==> src/logic/als_pkg.sv <==
`default_nettype none
package light_zone_pkg;
    // Clock and sampling
    localparam int CLK_MHZ = 50;
    localparam int SAMPLE_PERIOD_NS = 140000;
    localparam int SAMPLE_CYCLES = SAMPLE_PERIOD_NS * CLK_MHZ / 1000;
    localparam int FAST_PERIOD_NS = 1100000;
    localparam int FAST_SAMPLES = (FAST_PERIOD_NS + SAMPLE_PERIOD_NS - 1) / SAMPLE_PERIOD_NS;
    localparam int FAST_SHIFT = $clog2(FAST_SAMPLES);
    localparam int FAST_PERIOD_COUNT = 3;
    localparam int NORMAL_SHIFT_BASE = 4;
    localparam int QUAL_PERIODS = 3;
    localparam int DOWN_EXTRA_BASE = 3;
    // Sizes
    localparam int NUM_ZONES = 5;
    localparam int NUM_BOUNDS = 4;
    localparam int NUM_MAPPERS = 3;
    localparam int NUM_BANKS = 6;
    // Register offsets
    localparam logic [7:0] OFF_CFG = 8'h31;
    localparam logic [7:0] OFF_RES_SEL = 8'h32;
    localparam logic [7:0] OFF_ALGO = 8'h33;
    localparam logic [7:0] OFF_BANK_ASG = 8'h34;
    localparam logic [7:0] OFF_PWM_ZONE = 8'h35;
    localparam logic [7:0] OFF_DOWN_DELAY = 8'h36;
    localparam logic [7:0] OFF_SAMPLE = 8'h37;
    localparam logic [7:0] OFF_AVERAGE = 8'h38;
    localparam logic [7:0] OFF_ZONE = 8'h39;
    localparam logic [7:0] OFF_BOUND_HI = 8'h50;
    localparam logic [7:0] OFF_BOUND_LO = 8'h54;
    localparam logic [7:0] OFF_TARGET = 8'h60;
    // Field positions
    localparam int CFG_EN_BIT = 0;
    localparam int CFG_PWM_BIT = 1;
    localparam int CFG_AVG_LSB = 3;
    // Reset values
    localparam logic [7:0] CFG_RST = 8'h00;
    localparam logic [6:0] RES_SEL_RST = 7'h00;
    localparam logic [5:0] ALGO_RST = 6'h00;
    localparam logic [5:0] BANK_ASG_RST = 6'h3f;
    localparam logic [4:0] PWM_ZONE_RST = 5'h00;
    localparam logic [4:0] DOWN_DELAY_RST = 5'h00;
    localparam logic [7:0] BOUND_RST = 8'hff;
    localparam logic [7:0] TARGET_RST = 8'h00;
    localparam logic [6:0] RES_HIGHZ = 7'h00;

    typedef logic [2:0] zone_t;
    typedef enum logic [1:0] {ALGO_DIRECT, ALGO_UP_ONLY, ALGO_DOWN_DELAY, ALGO_SPARE} algo_t;
    typedef enum logic [1:0] {SENSE_IDLE, SENSE_FAST, SENSE_NORMAL} sense_t;
endpackage: light_zone_pkg
`default_nettype wire

==> src/logic/mapper_if.sv <==
`timescale 1ns/10ps
`default_nettype none
interface mapper_if import light_zone_pkg::*; ();
    logic periodEnd;
    zone_t zone;
    logic active;
    algo_t algo;
    logic [4:0] downExtra;
    zone_t target;
    modport ctrl (output periodEnd, zone, active, algo, downExtra, input target);
    modport mapper (input periodEnd, zone, active, algo, downExtra, output target);
endinterface: mapper_if
`default_nettype wire

==> src/logic/zone_mapper.sv <==
`timescale 1ns/10ps
`default_nettype none
module zone_mapper import light_zone_pkg::*; (
    // Clock and reset
    input wire logic clock,
    input wire logic rstn,
    // Zone sequence in, target out
    mapper_if.mapper m
);
    zone_t last_q;
    zone_t target_q;
    logic dirUp_q;
    logic qual_q;
    logic [5:0] count_q;

    wire logic up = m.zone > last_q;
    wire logic chg = m.zone != last_q;
    wire logic dirNext = chg ? up : dirUp_q;
    wire logic restart = chg && (count_q == 6'd0 || up != dirUp_q);
    wire logic [5:0] countNext = restart ? 6'd1 : ((count_q == 6'd0) ? 6'd0 : count_q + 6'd1);
    // Down-delay stretches only the downward qualification
    wire logic [5:0] needDown = (m.algo == ALGO_DOWN_DELAY) ?
        6'(QUAL_PERIODS + DOWN_EXTRA_BASE) + 6'(m.downExtra) : 6'(QUAL_PERIODS);
    wire logic [5:0] need = dirNext ? 6'(QUAL_PERIODS) : needDown;
    wire logic reached = countNext != 6'd0 && countNext >= need;
    wire logic allowed = !(m.algo == ALGO_UP_ONLY && !dirNext);
    wire logic sameAgain = qual_q && chg && up == dirUp_q;

    always_ff @(posedge clock) begin
        if (!rstn || !m.active) begin
            last_q <= 3'h0;
            target_q <= 3'h0;
            dirUp_q <= 1'b0;
            qual_q <= 1'b0;
            count_q <= 6'h00;
        end else if (m.periodEnd) begin
            last_q <= m.zone;
            if (qual_q) begin
                if (sameAgain && allowed) begin
                    target_q <= m.zone;
                end else begin
                    qual_q <= 1'b0;
                    count_q <= chg ? 6'd1 : 6'd0;
                    dirUp_q <= up;
                end
            end else begin
                dirUp_q <= dirNext;
                if (reached && allowed) begin
                    target_q <= m.zone;
                    qual_q <= 1'b1;
                    count_q <= 6'h00;
                end else begin
                    count_q <= countNext;
                end
            end
        end
    end

    assign m.target = target_q;
endmodule: zone_mapper
`default_nettype wire

==> src/logic/ambient_light_zone_controller.sv <==
`timescale 1ns/10ps
`default_nettype none
// Behaviour
// - three mappers; first fixed to bank one
// - each zone target is 8-bit code
// - per-zone PWM scaling enable
// - config bit 1 selects analog/PWM sensor
// - analog mode offers 128 resistor settings
// - 8-bit converter, 0xFF equals 2 V
// - PWM mode forces resistor high impedance
// - converter runs when enabled, 140 us refresh
// - average over bits 5:3 period, publish
// - held zone latched each period end
// - zone starts at zero on enable
// - three fast 1.1 ms periods at start
// - mapper picks direct, up-only, down-delay
// - upward move needs three qualifying periods
// - downward move needs three qualifying periods outside down-delay mode
// - same-direction change after qualifying moves immediately
// - quiet or reverse period drops qualification
// - target changes only at period start
// - new target follows held zone
// - direct moves both up and down
// - zones use four high/low hysteresis boundaries
module ambient_light_zone_controller import light_zone_pkg::*; #(
    parameter int SAMPLE_CYCLES_P = SAMPLE_CYCLES
) (
    // Clock and reset
    input wire logic clock,
    input wire logic rstn,
    // Register port
    input wire logic [7:0] regAddr,
    input wire logic regWrEn,
    input wire logic [7:0] regWrData,
    output logic [7:0] regRdData_q,
    // Converter and sensor front end
    input wire logic [7:0] adcCode,
    output logic adcRun_q,
    output logic sensorPwmMode_q,
    output logic [6:0] inputResistor_q,
    // Zone and bank results
    output zone_t ambientZone_q,
    output logic [NUM_BANKS-1:0][7:0] bankCode_q,
    output logic [NUM_BANKS-1:0] bankPwmScale_q
);
    // Software registers
    logic [7:0] cfg_q;
    logic [6:0] resSel_q;
    logic [5:0] algo_q;
    logic [5:0] bankAsg_q;
    logic [4:0] pwmZone_q;
    logic [4:0] downDelay_q;
    logic [NUM_BOUNDS-1:0][7:0] boundHi_q;
    logic [NUM_BOUNDS-1:0][7:0] boundLo_q;
    logic [NUM_MAPPERS*NUM_ZONES-1:0][7:0] target_q;

    // Sensing path
    logic [7:0] adcMeta_q;
    logic [7:0] adcSync_q;
    logic [7:0] adcLast_q;
    logic [7:0] adcStable_q;
    sense_t state_q;
    logic [1:0] fastLeft_q;
    logic [15:0] tick_q;
    logic [11:0] sampIdx_q;
    logic [18:0] sum_q;
    logic [7:0] sample_q;
    logic [7:0] avg_q;
    logic periodEnd_q;
    logic [7:0] rdMux;

    function automatic logic hit(input logic [7:0] a, input logic [7:0] base, input int idx);
        return a == base + 8'(idx);
    endfunction: hit

    // hysteresis: climb past highs, else fall below lows
    function automatic zone_t classify(input logic [7:0] v, input zone_t z,
                                       input logic [NUM_BOUNDS-1:0][7:0] hi,
                                       input logic [NUM_BOUNDS-1:0][7:0] lo);
        zone_t r;
        r = z;
        for (int i = 0; i < NUM_BOUNDS; i++) begin
            if (r == zone_t'(i) && v > hi[i]) begin
                r = zone_t'(i + 1);
            end
        end
        if (r == z) begin
            for (int i = NUM_BOUNDS - 1; i >= 0; i--) begin
                if (r == zone_t'(i + 1) && v < lo[i]) begin
                    r = zone_t'(i);
                end
            end
        end
        return r;
    endfunction: classify

    // code lookup per mapper and zone
    function automatic logic [7:0] zoneTarget(input logic [NUM_MAPPERS*NUM_ZONES-1:0][7:0] t,
                                              input logic [1:0] mi, input zone_t z);
        return t[int'(mi) * NUM_ZONES + int'(z)];
    endfunction: zoneTarget

    wire logic enable = cfg_q[CFG_EN_BIT];
    wire logic pwmMode = cfg_q[CFG_PWM_BIT];
    wire logic [2:0] avgSel = cfg_q[CFG_AVG_LSB +: 3];
    wire logic fast = state_q == SENSE_FAST;
    wire logic running = state_q != SENSE_IDLE;
    wire logic sampleTick = running && tick_q == 16'(SAMPLE_CYCLES_P - 1);
    // period length is a power of two samples
    wire logic [3:0] avgShift = fast ? 4'(FAST_SHIFT) : 4'(NORMAL_SHIFT_BASE) + {1'b0, avgSel};
    wire logic [11:0] periodLen = 12'd1 << avgShift;
    wire logic lastSample = sampleTick && sampIdx_q >= periodLen - 12'd1;
    wire logic [18:0] sumNext = sum_q + 19'(adcStable_q);
    wire logic [7:0] avgNext = 8'(sumNext >> avgShift);
    wire zone_t zoneNext = classify(avgNext, ambientZone_q, boundHi_q, boundLo_q);

    // Register writes
    always_ff @(posedge clock) begin
        if (!rstn) begin
            cfg_q <= CFG_RST;
            resSel_q <= RES_SEL_RST;
            algo_q <= ALGO_RST;
            bankAsg_q <= BANK_ASG_RST;
            pwmZone_q <= PWM_ZONE_RST;
            downDelay_q <= DOWN_DELAY_RST;
            boundHi_q <= {NUM_BOUNDS{BOUND_RST}};
            boundLo_q <= {NUM_BOUNDS{BOUND_RST}};
            target_q <= {(NUM_MAPPERS*NUM_ZONES){TARGET_RST}};
        end else if (regWrEn) begin
            if (hit(regAddr, OFF_CFG, 0)) begin
                cfg_q <= regWrData;
            end
            if (hit(regAddr, OFF_RES_SEL, 0)) begin
                resSel_q <= regWrData[6:0];
            end
            if (hit(regAddr, OFF_ALGO, 0)) begin
                algo_q <= regWrData[5:0];
            end
            if (hit(regAddr, OFF_BANK_ASG, 0)) begin
                bankAsg_q <= regWrData[5:0];
            end
            if (hit(regAddr, OFF_PWM_ZONE, 0)) begin
                pwmZone_q <= regWrData[4:0];
            end
            if (hit(regAddr, OFF_DOWN_DELAY, 0)) begin
                downDelay_q <= regWrData[4:0];
            end
            for (int i = 0; i < NUM_BOUNDS; i++) begin
                if (hit(regAddr, OFF_BOUND_HI, i)) begin
                    boundHi_q[i] <= regWrData;
                end
                if (hit(regAddr, OFF_BOUND_LO, i)) begin
                    boundLo_q[i] <= regWrData;
                end
            end
            for (int i = 0; i < NUM_MAPPERS * NUM_ZONES; i++) begin
                if (hit(regAddr, OFF_TARGET, i)) begin
                    target_q[i] <= regWrData;
                end
            end
        end
    end

    // Read decode; unmapped addresses read zero
    always_comb begin
        rdMux = 8'h00;
        if (hit(regAddr, OFF_CFG, 0)) rdMux = cfg_q;
        if (hit(regAddr, OFF_RES_SEL, 0)) rdMux = {1'b0, resSel_q};
        if (hit(regAddr, OFF_ALGO, 0)) rdMux = {2'b00, algo_q};
        if (hit(regAddr, OFF_BANK_ASG, 0)) rdMux = {2'b00, bankAsg_q};
        if (hit(regAddr, OFF_PWM_ZONE, 0)) rdMux = {3'b000, pwmZone_q};
        if (hit(regAddr, OFF_DOWN_DELAY, 0)) rdMux = {3'b000, downDelay_q};
        if (hit(regAddr, OFF_SAMPLE, 0)) rdMux = sample_q;
        if (hit(regAddr, OFF_AVERAGE, 0)) rdMux = avg_q;
        if (hit(regAddr, OFF_ZONE, 0)) rdMux = {5'b00000, ambientZone_q};
        for (int i = 0; i < NUM_BOUNDS; i++) begin
            if (hit(regAddr, OFF_BOUND_HI, i)) rdMux = boundHi_q[i];
            if (hit(regAddr, OFF_BOUND_LO, i)) rdMux = boundLo_q[i];
        end
        for (int i = 0; i < NUM_MAPPERS * NUM_ZONES; i++) begin
            if (hit(regAddr, OFF_TARGET, i)) rdMux = target_q[i];
        end
    end

    always_ff @(posedge clock) begin
        if (!rstn) begin
            regRdData_q <= 8'h00;
        end else begin
            regRdData_q <= rdMux;
        end
    end

    // Async converter word: 2-flop capture, then kept only when two syncs agree, so no torn word gets in
    always_ff @(posedge clock) begin
        if (!rstn) begin
            adcMeta_q <= 8'h00;
            adcSync_q <= 8'h00;
            adcLast_q <= 8'h00;
            adcStable_q <= 8'h00;
        end else begin
            adcMeta_q <= adcCode;
            adcSync_q <= adcMeta_q;
            adcLast_q <= adcSync_q;
            adcStable_q <= (adcSync_q == adcLast_q) ? adcSync_q : adcStable_q;
        end
    end

    // Front-end steering outputs
    always_ff @(posedge clock) begin
        if (!rstn) begin
            adcRun_q <= 1'b0;
            sensorPwmMode_q <= 1'b0;
            inputResistor_q <= RES_HIGHZ;
        end else begin
            adcRun_q <= enable;
            sensorPwmMode_q <= pwmMode;
            inputResistor_q <= pwmMode ? RES_HIGHZ : resSel_q;
        end
    end

    // Sampling, averaging and zone latch
    always_ff @(posedge clock) begin
        if (!rstn) begin
            state_q <= SENSE_IDLE;
            fastLeft_q <= 2'd0;
            tick_q <= 16'h0000;
            sampIdx_q <= 12'h000;
            sum_q <= 19'h00000;
            sample_q <= 8'h00;
            avg_q <= 8'h00;
            ambientZone_q <= 3'h0;
            periodEnd_q <= 1'b0;
        end else if (!enable) begin
            state_q <= SENSE_IDLE;
            periodEnd_q <= 1'b0;
        end else begin
            periodEnd_q <= 1'b0;
            case (state_q)
                SENSE_IDLE: begin
                    // predictable zone 0, then fast periods
                    state_q <= SENSE_FAST;
                    fastLeft_q <= 2'(FAST_PERIOD_COUNT);
                    ambientZone_q <= 3'h0;
                    tick_q <= 16'h0000;
                    sampIdx_q <= 12'h000;
                    sum_q <= 19'h00000;
                end
                SENSE_FAST, SENSE_NORMAL: begin
                    tick_q <= sampleTick ? 16'h0000 : tick_q + 16'd1;
                    if (sampleTick) begin
                        sample_q <= adcStable_q;
                        if (lastSample) begin
                            avg_q <= avgNext;
                            ambientZone_q <= zoneNext;
                            periodEnd_q <= 1'b1;
                            sum_q <= 19'h00000;
                            sampIdx_q <= 12'h000;
                            if (fast) begin
                                fastLeft_q <= fastLeft_q - 2'd1;
                                if (fastLeft_q == 2'd1) begin
                                    state_q <= SENSE_NORMAL;
                                end
                            end
                        end else begin
                            sum_q <= sumNext;
                            sampIdx_q <= sampIdx_q + 12'd1;
                        end
                    end
                end
                default: begin
                    state_q <= SENSE_IDLE;
                end
            endcase
        end
    end

    // Zone mappers
    mapper_if mIf [NUM_MAPPERS] ();
    zone_t mapZone [NUM_MAPPERS];

    for (genvar g = 0; g < NUM_MAPPERS; g++) begin : g_map
        assign mIf[g].periodEnd = periodEnd_q;
        assign mIf[g].zone = ambientZone_q;
        // mapper state clears with the enable
        assign mIf[g].active = enable && running;
        assign mIf[g].algo = algo_t'(algo_q[2*g +: 2]);
        assign mIf[g].downExtra = downDelay_q;
        assign mapZone[g] = mIf[g].target;
        zone_mapper uMapper (
            .clock(clock),
            .rstn(rstn),
            .m(mIf[g].mapper)
        );
    end

    // Bank routing; third mapper wins if both claim a bank
    logic [NUM_BANKS-1:0][7:0] bankCode_d;
    logic [NUM_BANKS-1:0] bankPwm_d;

    for (genvar b = 0; b < NUM_BANKS; b++) begin : g_bank
        // bank one fixed, others by assignment
        wire logic pick3 = (b != 0) && bankAsg_q[5:3] == 3'(b - 1);
        wire logic pick2 = (b != 0) && bankAsg_q[2:0] == 3'(b - 1);
        wire logic used = (b == 0) || pick3 || pick2;
        wire logic [1:0] src = (b == 0) ? 2'd0 : (pick3 ? 2'd2 : 2'd1);
        wire zone_t srcZone = mapZone[src];
        assign bankCode_d[b] = used ? zoneTarget(target_q, src, srcZone) : 8'h00;
        assign bankPwm_d[b] = used && pwmZone_q[srcZone];
    end

    always_ff @(posedge clock) begin
        if (!rstn) begin
            bankCode_q <= {NUM_BANKS{8'h00}};
            bankPwmScale_q <= {NUM_BANKS{1'b0}};
        end else begin
            bankCode_q <= bankCode_d;
            bankPwmScale_q <= bankPwm_d;
        end
    end
endmodule: ambient_light_zone_controller
`default_nettype wire

==> config.mk <==
export PLATFORM = sky130hd
export DESIGN_NAME = ambient_light_zone_controller
export DESIGN_NICKNAME = d
export VERILOG_FILES = /design/src/logic/als_pkg.sv /design/src/logic/mapper_if.sv /design/src/logic/zone_mapper.sv /design/src/logic/ambient_light_zone_controller.sv
export SDC_FILE = /design/constraint.sdc
export NUM_CORES = 2
export LEC_CHECK = 0
export ABC_CLOCK_PERIOD_IN_PS = 7900
export BUFFER_PORTS_ARGS = -buffer_cell sky130_fd_sc_hd__buf_2
export CAP_MARGIN = 20
export CORE_MARGIN = 5
export CORE_UTILIZATION = 60
export CTS_BUF_LIST = sky130_fd_sc_hd__clkbuf_8
export CTS_CLUSTER_SIZE = 8
export DETAILED_ROUTE_END_ITERATION = 10
export PLACE_DENSITY = 0.77
export SLEW_MARGIN = 20
export SYNTH_ARGS = -nofsm -noshare
export SYNTH_HDL_FRONTEND = slang
export SYNTH_HIERARCHICAL = 1
export SYNTH_SLANG_ARGS = --single-unit
==> constraint.sdc <==
create_clock -name clock -period 7.9 [get_ports clock]
set_input_delay 0 -clock clock [delete_from_list [all_inputs] [get_ports clock]]
set_output_delay 0 -clock clock [all_outputs]
set_load 0.02 [all_outputs]
==> reports/summary.txt <==
Crit. Startpoint: adcStable_q[1]
DP Wirelength: 69700 um
Critical path destination: ambientZone_q[0]
Worst Clk Skew: 36.7 ps
Worst setup SP type: flop
CTS tree: yes
Post-CTS Setup Bufs: 0
crit path DAT: 6890 ps
synthesized area per cell: 8.81 sq um
number of global-route vias before repair: 26.4k
Seq cells post-synth: 437
GRT overflow: 0
most common cell after layout, fill and taps aside: dfxtp_1
Multi-input gate area: 18700 sq um
drt first-iter violations: 3856
final total power: 4.62 mW
DRC errors left: 0
die area: 52400 sq um
FILL cells: 3904
WL final: 100000 um
P_leak: 11.9 nW
top-level I/O count: 101
htree depth: 3
number of iterations in the first detailed-routing pass: 6
sequential fraction of the synthesis area: 0.304
Buffers on Ports: 100
Worst Max-Slew Pin Slew: 1260 ps
detailed-route wire length per cell: 25.3 um
minimum clock period: 6300 ps
Via Count: 27.4k
largest net degree at the start of global routing: 93
Max VDD drop: 0.120 mV
Die X: 229 um
fin nets: 3444
chip height: 229 um
Worst-Skew Late Latency: 690 ps
worst r2r src: adcStable_q[1]
GRT Util Overall: 0.369
final hold slack: 192 ps
Reg clk slew, reported paths: 60 ps
worst-path maximum fanout: 8
Max Transition Viols Final: 0
synth unique cells: 94
Core Region: 47500 sq um
Slew headroom: 0.160
Clock Tree Root: clkbuf_8
most frequent cells in the layout: 437 x dfxtp_1, 434 x nand2_1, 228 x a21oi_1
status: completed
FF-to-FF path depth: 20
register area: 8750 sq um
r2r setup slk: 1600 ps
EDFF count, synth: 0
Warnings, synthesis: 6
antenna violations before repair: 3
Routed Antenna Nets: 0
GPL Wtd Cong: 0.973
clock sinks: 437
ratio of cells with drive above 1 in the final layout: 0.152
Reg-to-Reg End: ambientZone_q[0]
via/cell ratio: 6.93
area delta synth->final: 9.36%
Req. time, crit path: 8480 ps
initial core utilization: 0.604
TNS Setup: 0 ps
Synth Cell Area: 28700 sq um
power per cell area: 147 nW/um^2
Clock Tree Buf Depth: 3
Inserted Clock Buffers: 77
RSZ-0062 raised after global routing: no
first-pass GRT wire length: 154000 um
type of the most critical hold path: primary input to flop
Syn Inst Count: 3263
Final Cycle Share: 0.798
Crit. End Element: flop
kind of critical path: flop to flop
MaxCap Viol Count: 0
Top FF cell, synth: dfxtp_1
Fin. Hold Viols: 0
FFs w/ async S/R, synth: 0
row count: 80
post_cts resized: 0
endpoints failing setup: 0
Peak Freq: 159 MHz
# hold bufs at CTS: 26
[how the worst min path moves through the flow]
stage | from | endpoint | slack, ps | cells after the start
after detailed placement | adcCode[7] | adcMeta_q[7] | 210 | 2
after global placement | adcCode[3] | adcMeta_q[3] | 210 | 2
final | regAddr[3] | cfg_q[3] | 190 | 5
after floorplan | adcCode[0] | adcMeta_q[0] | 130 | 1
after CTS | regAddr[3] | cfg_q[3] | 120 | 5
after global routing | regAddr[3] | cfg_q[3] | 190 | 5
[worst max-delay path: stages (launching register included)]
cell	delay, ps
dfxtp_1	400
ha_1	270
a211oi_1	550
o21ai_0	360
a32oi_1	590
o21ai_0	160
a211oi_1	420
or3_1	170
o211ai_1	80
o21ai_0	140
o21a_1	440
ha_1	330
o211a_1	220
o211ai_1	80
a21oi_1	80
nor3_1	390
o21ai_0	160
o21a_1	180
or4_1	570
o311a_1	380
a221oi_2	220
[Yosys cell counts (12+ instances only)]
master | instances | area, sq um
a21o_1 | 21 | 158
o211ai_1 | 77 | 578
xor2_1 | 38 | 333
a31oi_1 | 12 | 75.1
nor2_1 | 217 | 815
xnor2_1 | 37 | 324
o21a_1 | 22 | 165
ha_1 | 136 | 1700
buf_1 | 30 | 113
o22ai_1 | 29 | 181
nand2_1 | 434 | 1630
nand4_1 | 23 | 144
mux2i_1 | 128 | 1280
a21oi_1 | 228 | 1140
nor4_1 | 13 | 81.3
a211oi_1 | 24 | 180
o21ai_0 | 114 | 571
inv_1 | 126 | 473
o221ai_1 | 15 | 131
a32o_1 | 18 | 180
nor2b_1 | 79 | 494
dfxtp_1 | 437 | 8750
nor3_1 | 51 | 255
nand2b_1 | 24 | 150
mux4_2 | 180 | 4050
nand3_1 | 189 | 946
and2_1 | 53 | 332
a22oi_1 | 28 | 210
clkbuf_1 | 200 | 751
and3_1 | 27 | 169
[cell families (layout without fill, tap and decap cells)]
kind of cell	after synthesis	in the layout	share of synthesized area
and+or+nand+nor	1186	1186	0.197
other	1	7	0.000131
xor gates and xnor gates	76	76	0.0238
DFF	437	437	0.304
adders and majority gates	145	145	0.0644
muxes	317	317	0.189
AOI/OAI and AO/OA	732	732	0.172
buffers and inverters	369	436	0.0491
[per-stage QoR]
step / util / cell area, sq um / setup WS (ps) / instances
floorplan: - / 28700 / 2240 / 3266
global placement: 0.621 / 29500 / 1890 / 3785
detailed placement: 0.621 / 29500 / 1730 / 3785
CTS: 0.660 / 31400 / 1720 / 3948
global route: 0.661 / 31400 / 1110 / 3949
finish: 0.661 / 31400 / 1600 / 3951
[layer usage]
metal  wire [um]  vias up  global-route usage  part of all wire
li1            -    12000                   -                 -
met1       37700    13100               0.476              0.38
met2       44100     1832               0.566              0.44
met3       12400      441               0.112              0.12
met4        5880        2               0.185             0.059
met5          13        -                   0           0.00013
[cell type report]
class / instances / area share
multi-input combinational: 2460 / 0.596
sequential: 437 / 0.278
clock buffer: 99 / 0.0434
antenna: 3 / 0.000239
inverter: 128 / 0.0155
timing repair buffer: 171 / 0.0351
clock inverter: 38 / 0.00721
tap: 615 / 0.0245
[state kept, by name, indices dropped and copies added (netlist names), 6 cells and up]
register                flops
target_q                  120
bankCode_q                 48
boundHi_q                  32
boundLo_q                  32
sum_q                      19
g_map.uMapper/count_q      18
tick_q                     16
sampIdx_q                  12
g_map.uMapper/last_q        9
g_map.uMapper/m.target      9
adcLast_q                   8
adcMeta_q                   8
adcStable_q                 8
adcSync_q                   8
avg_q                       8
cfg_q                       8
regRdData_q                 8
sample_q                    8
inputResistor_q             7
resSel_q                    7
algo_q                      6
bankAsg_q                   6
bankPwmScale_q              6
[power by group]
part	total (mW)	leakage, nW	internal (mW)	switching, mW
sequential	2.22	3.53	2.21	0.00758
combinational	0.212	7.46	0.0582	0.154
clock	2.19	0.903	1.19	1.00
total	4.62	11.9	3.46	1.16
Power figures use the tool's default switching activity.
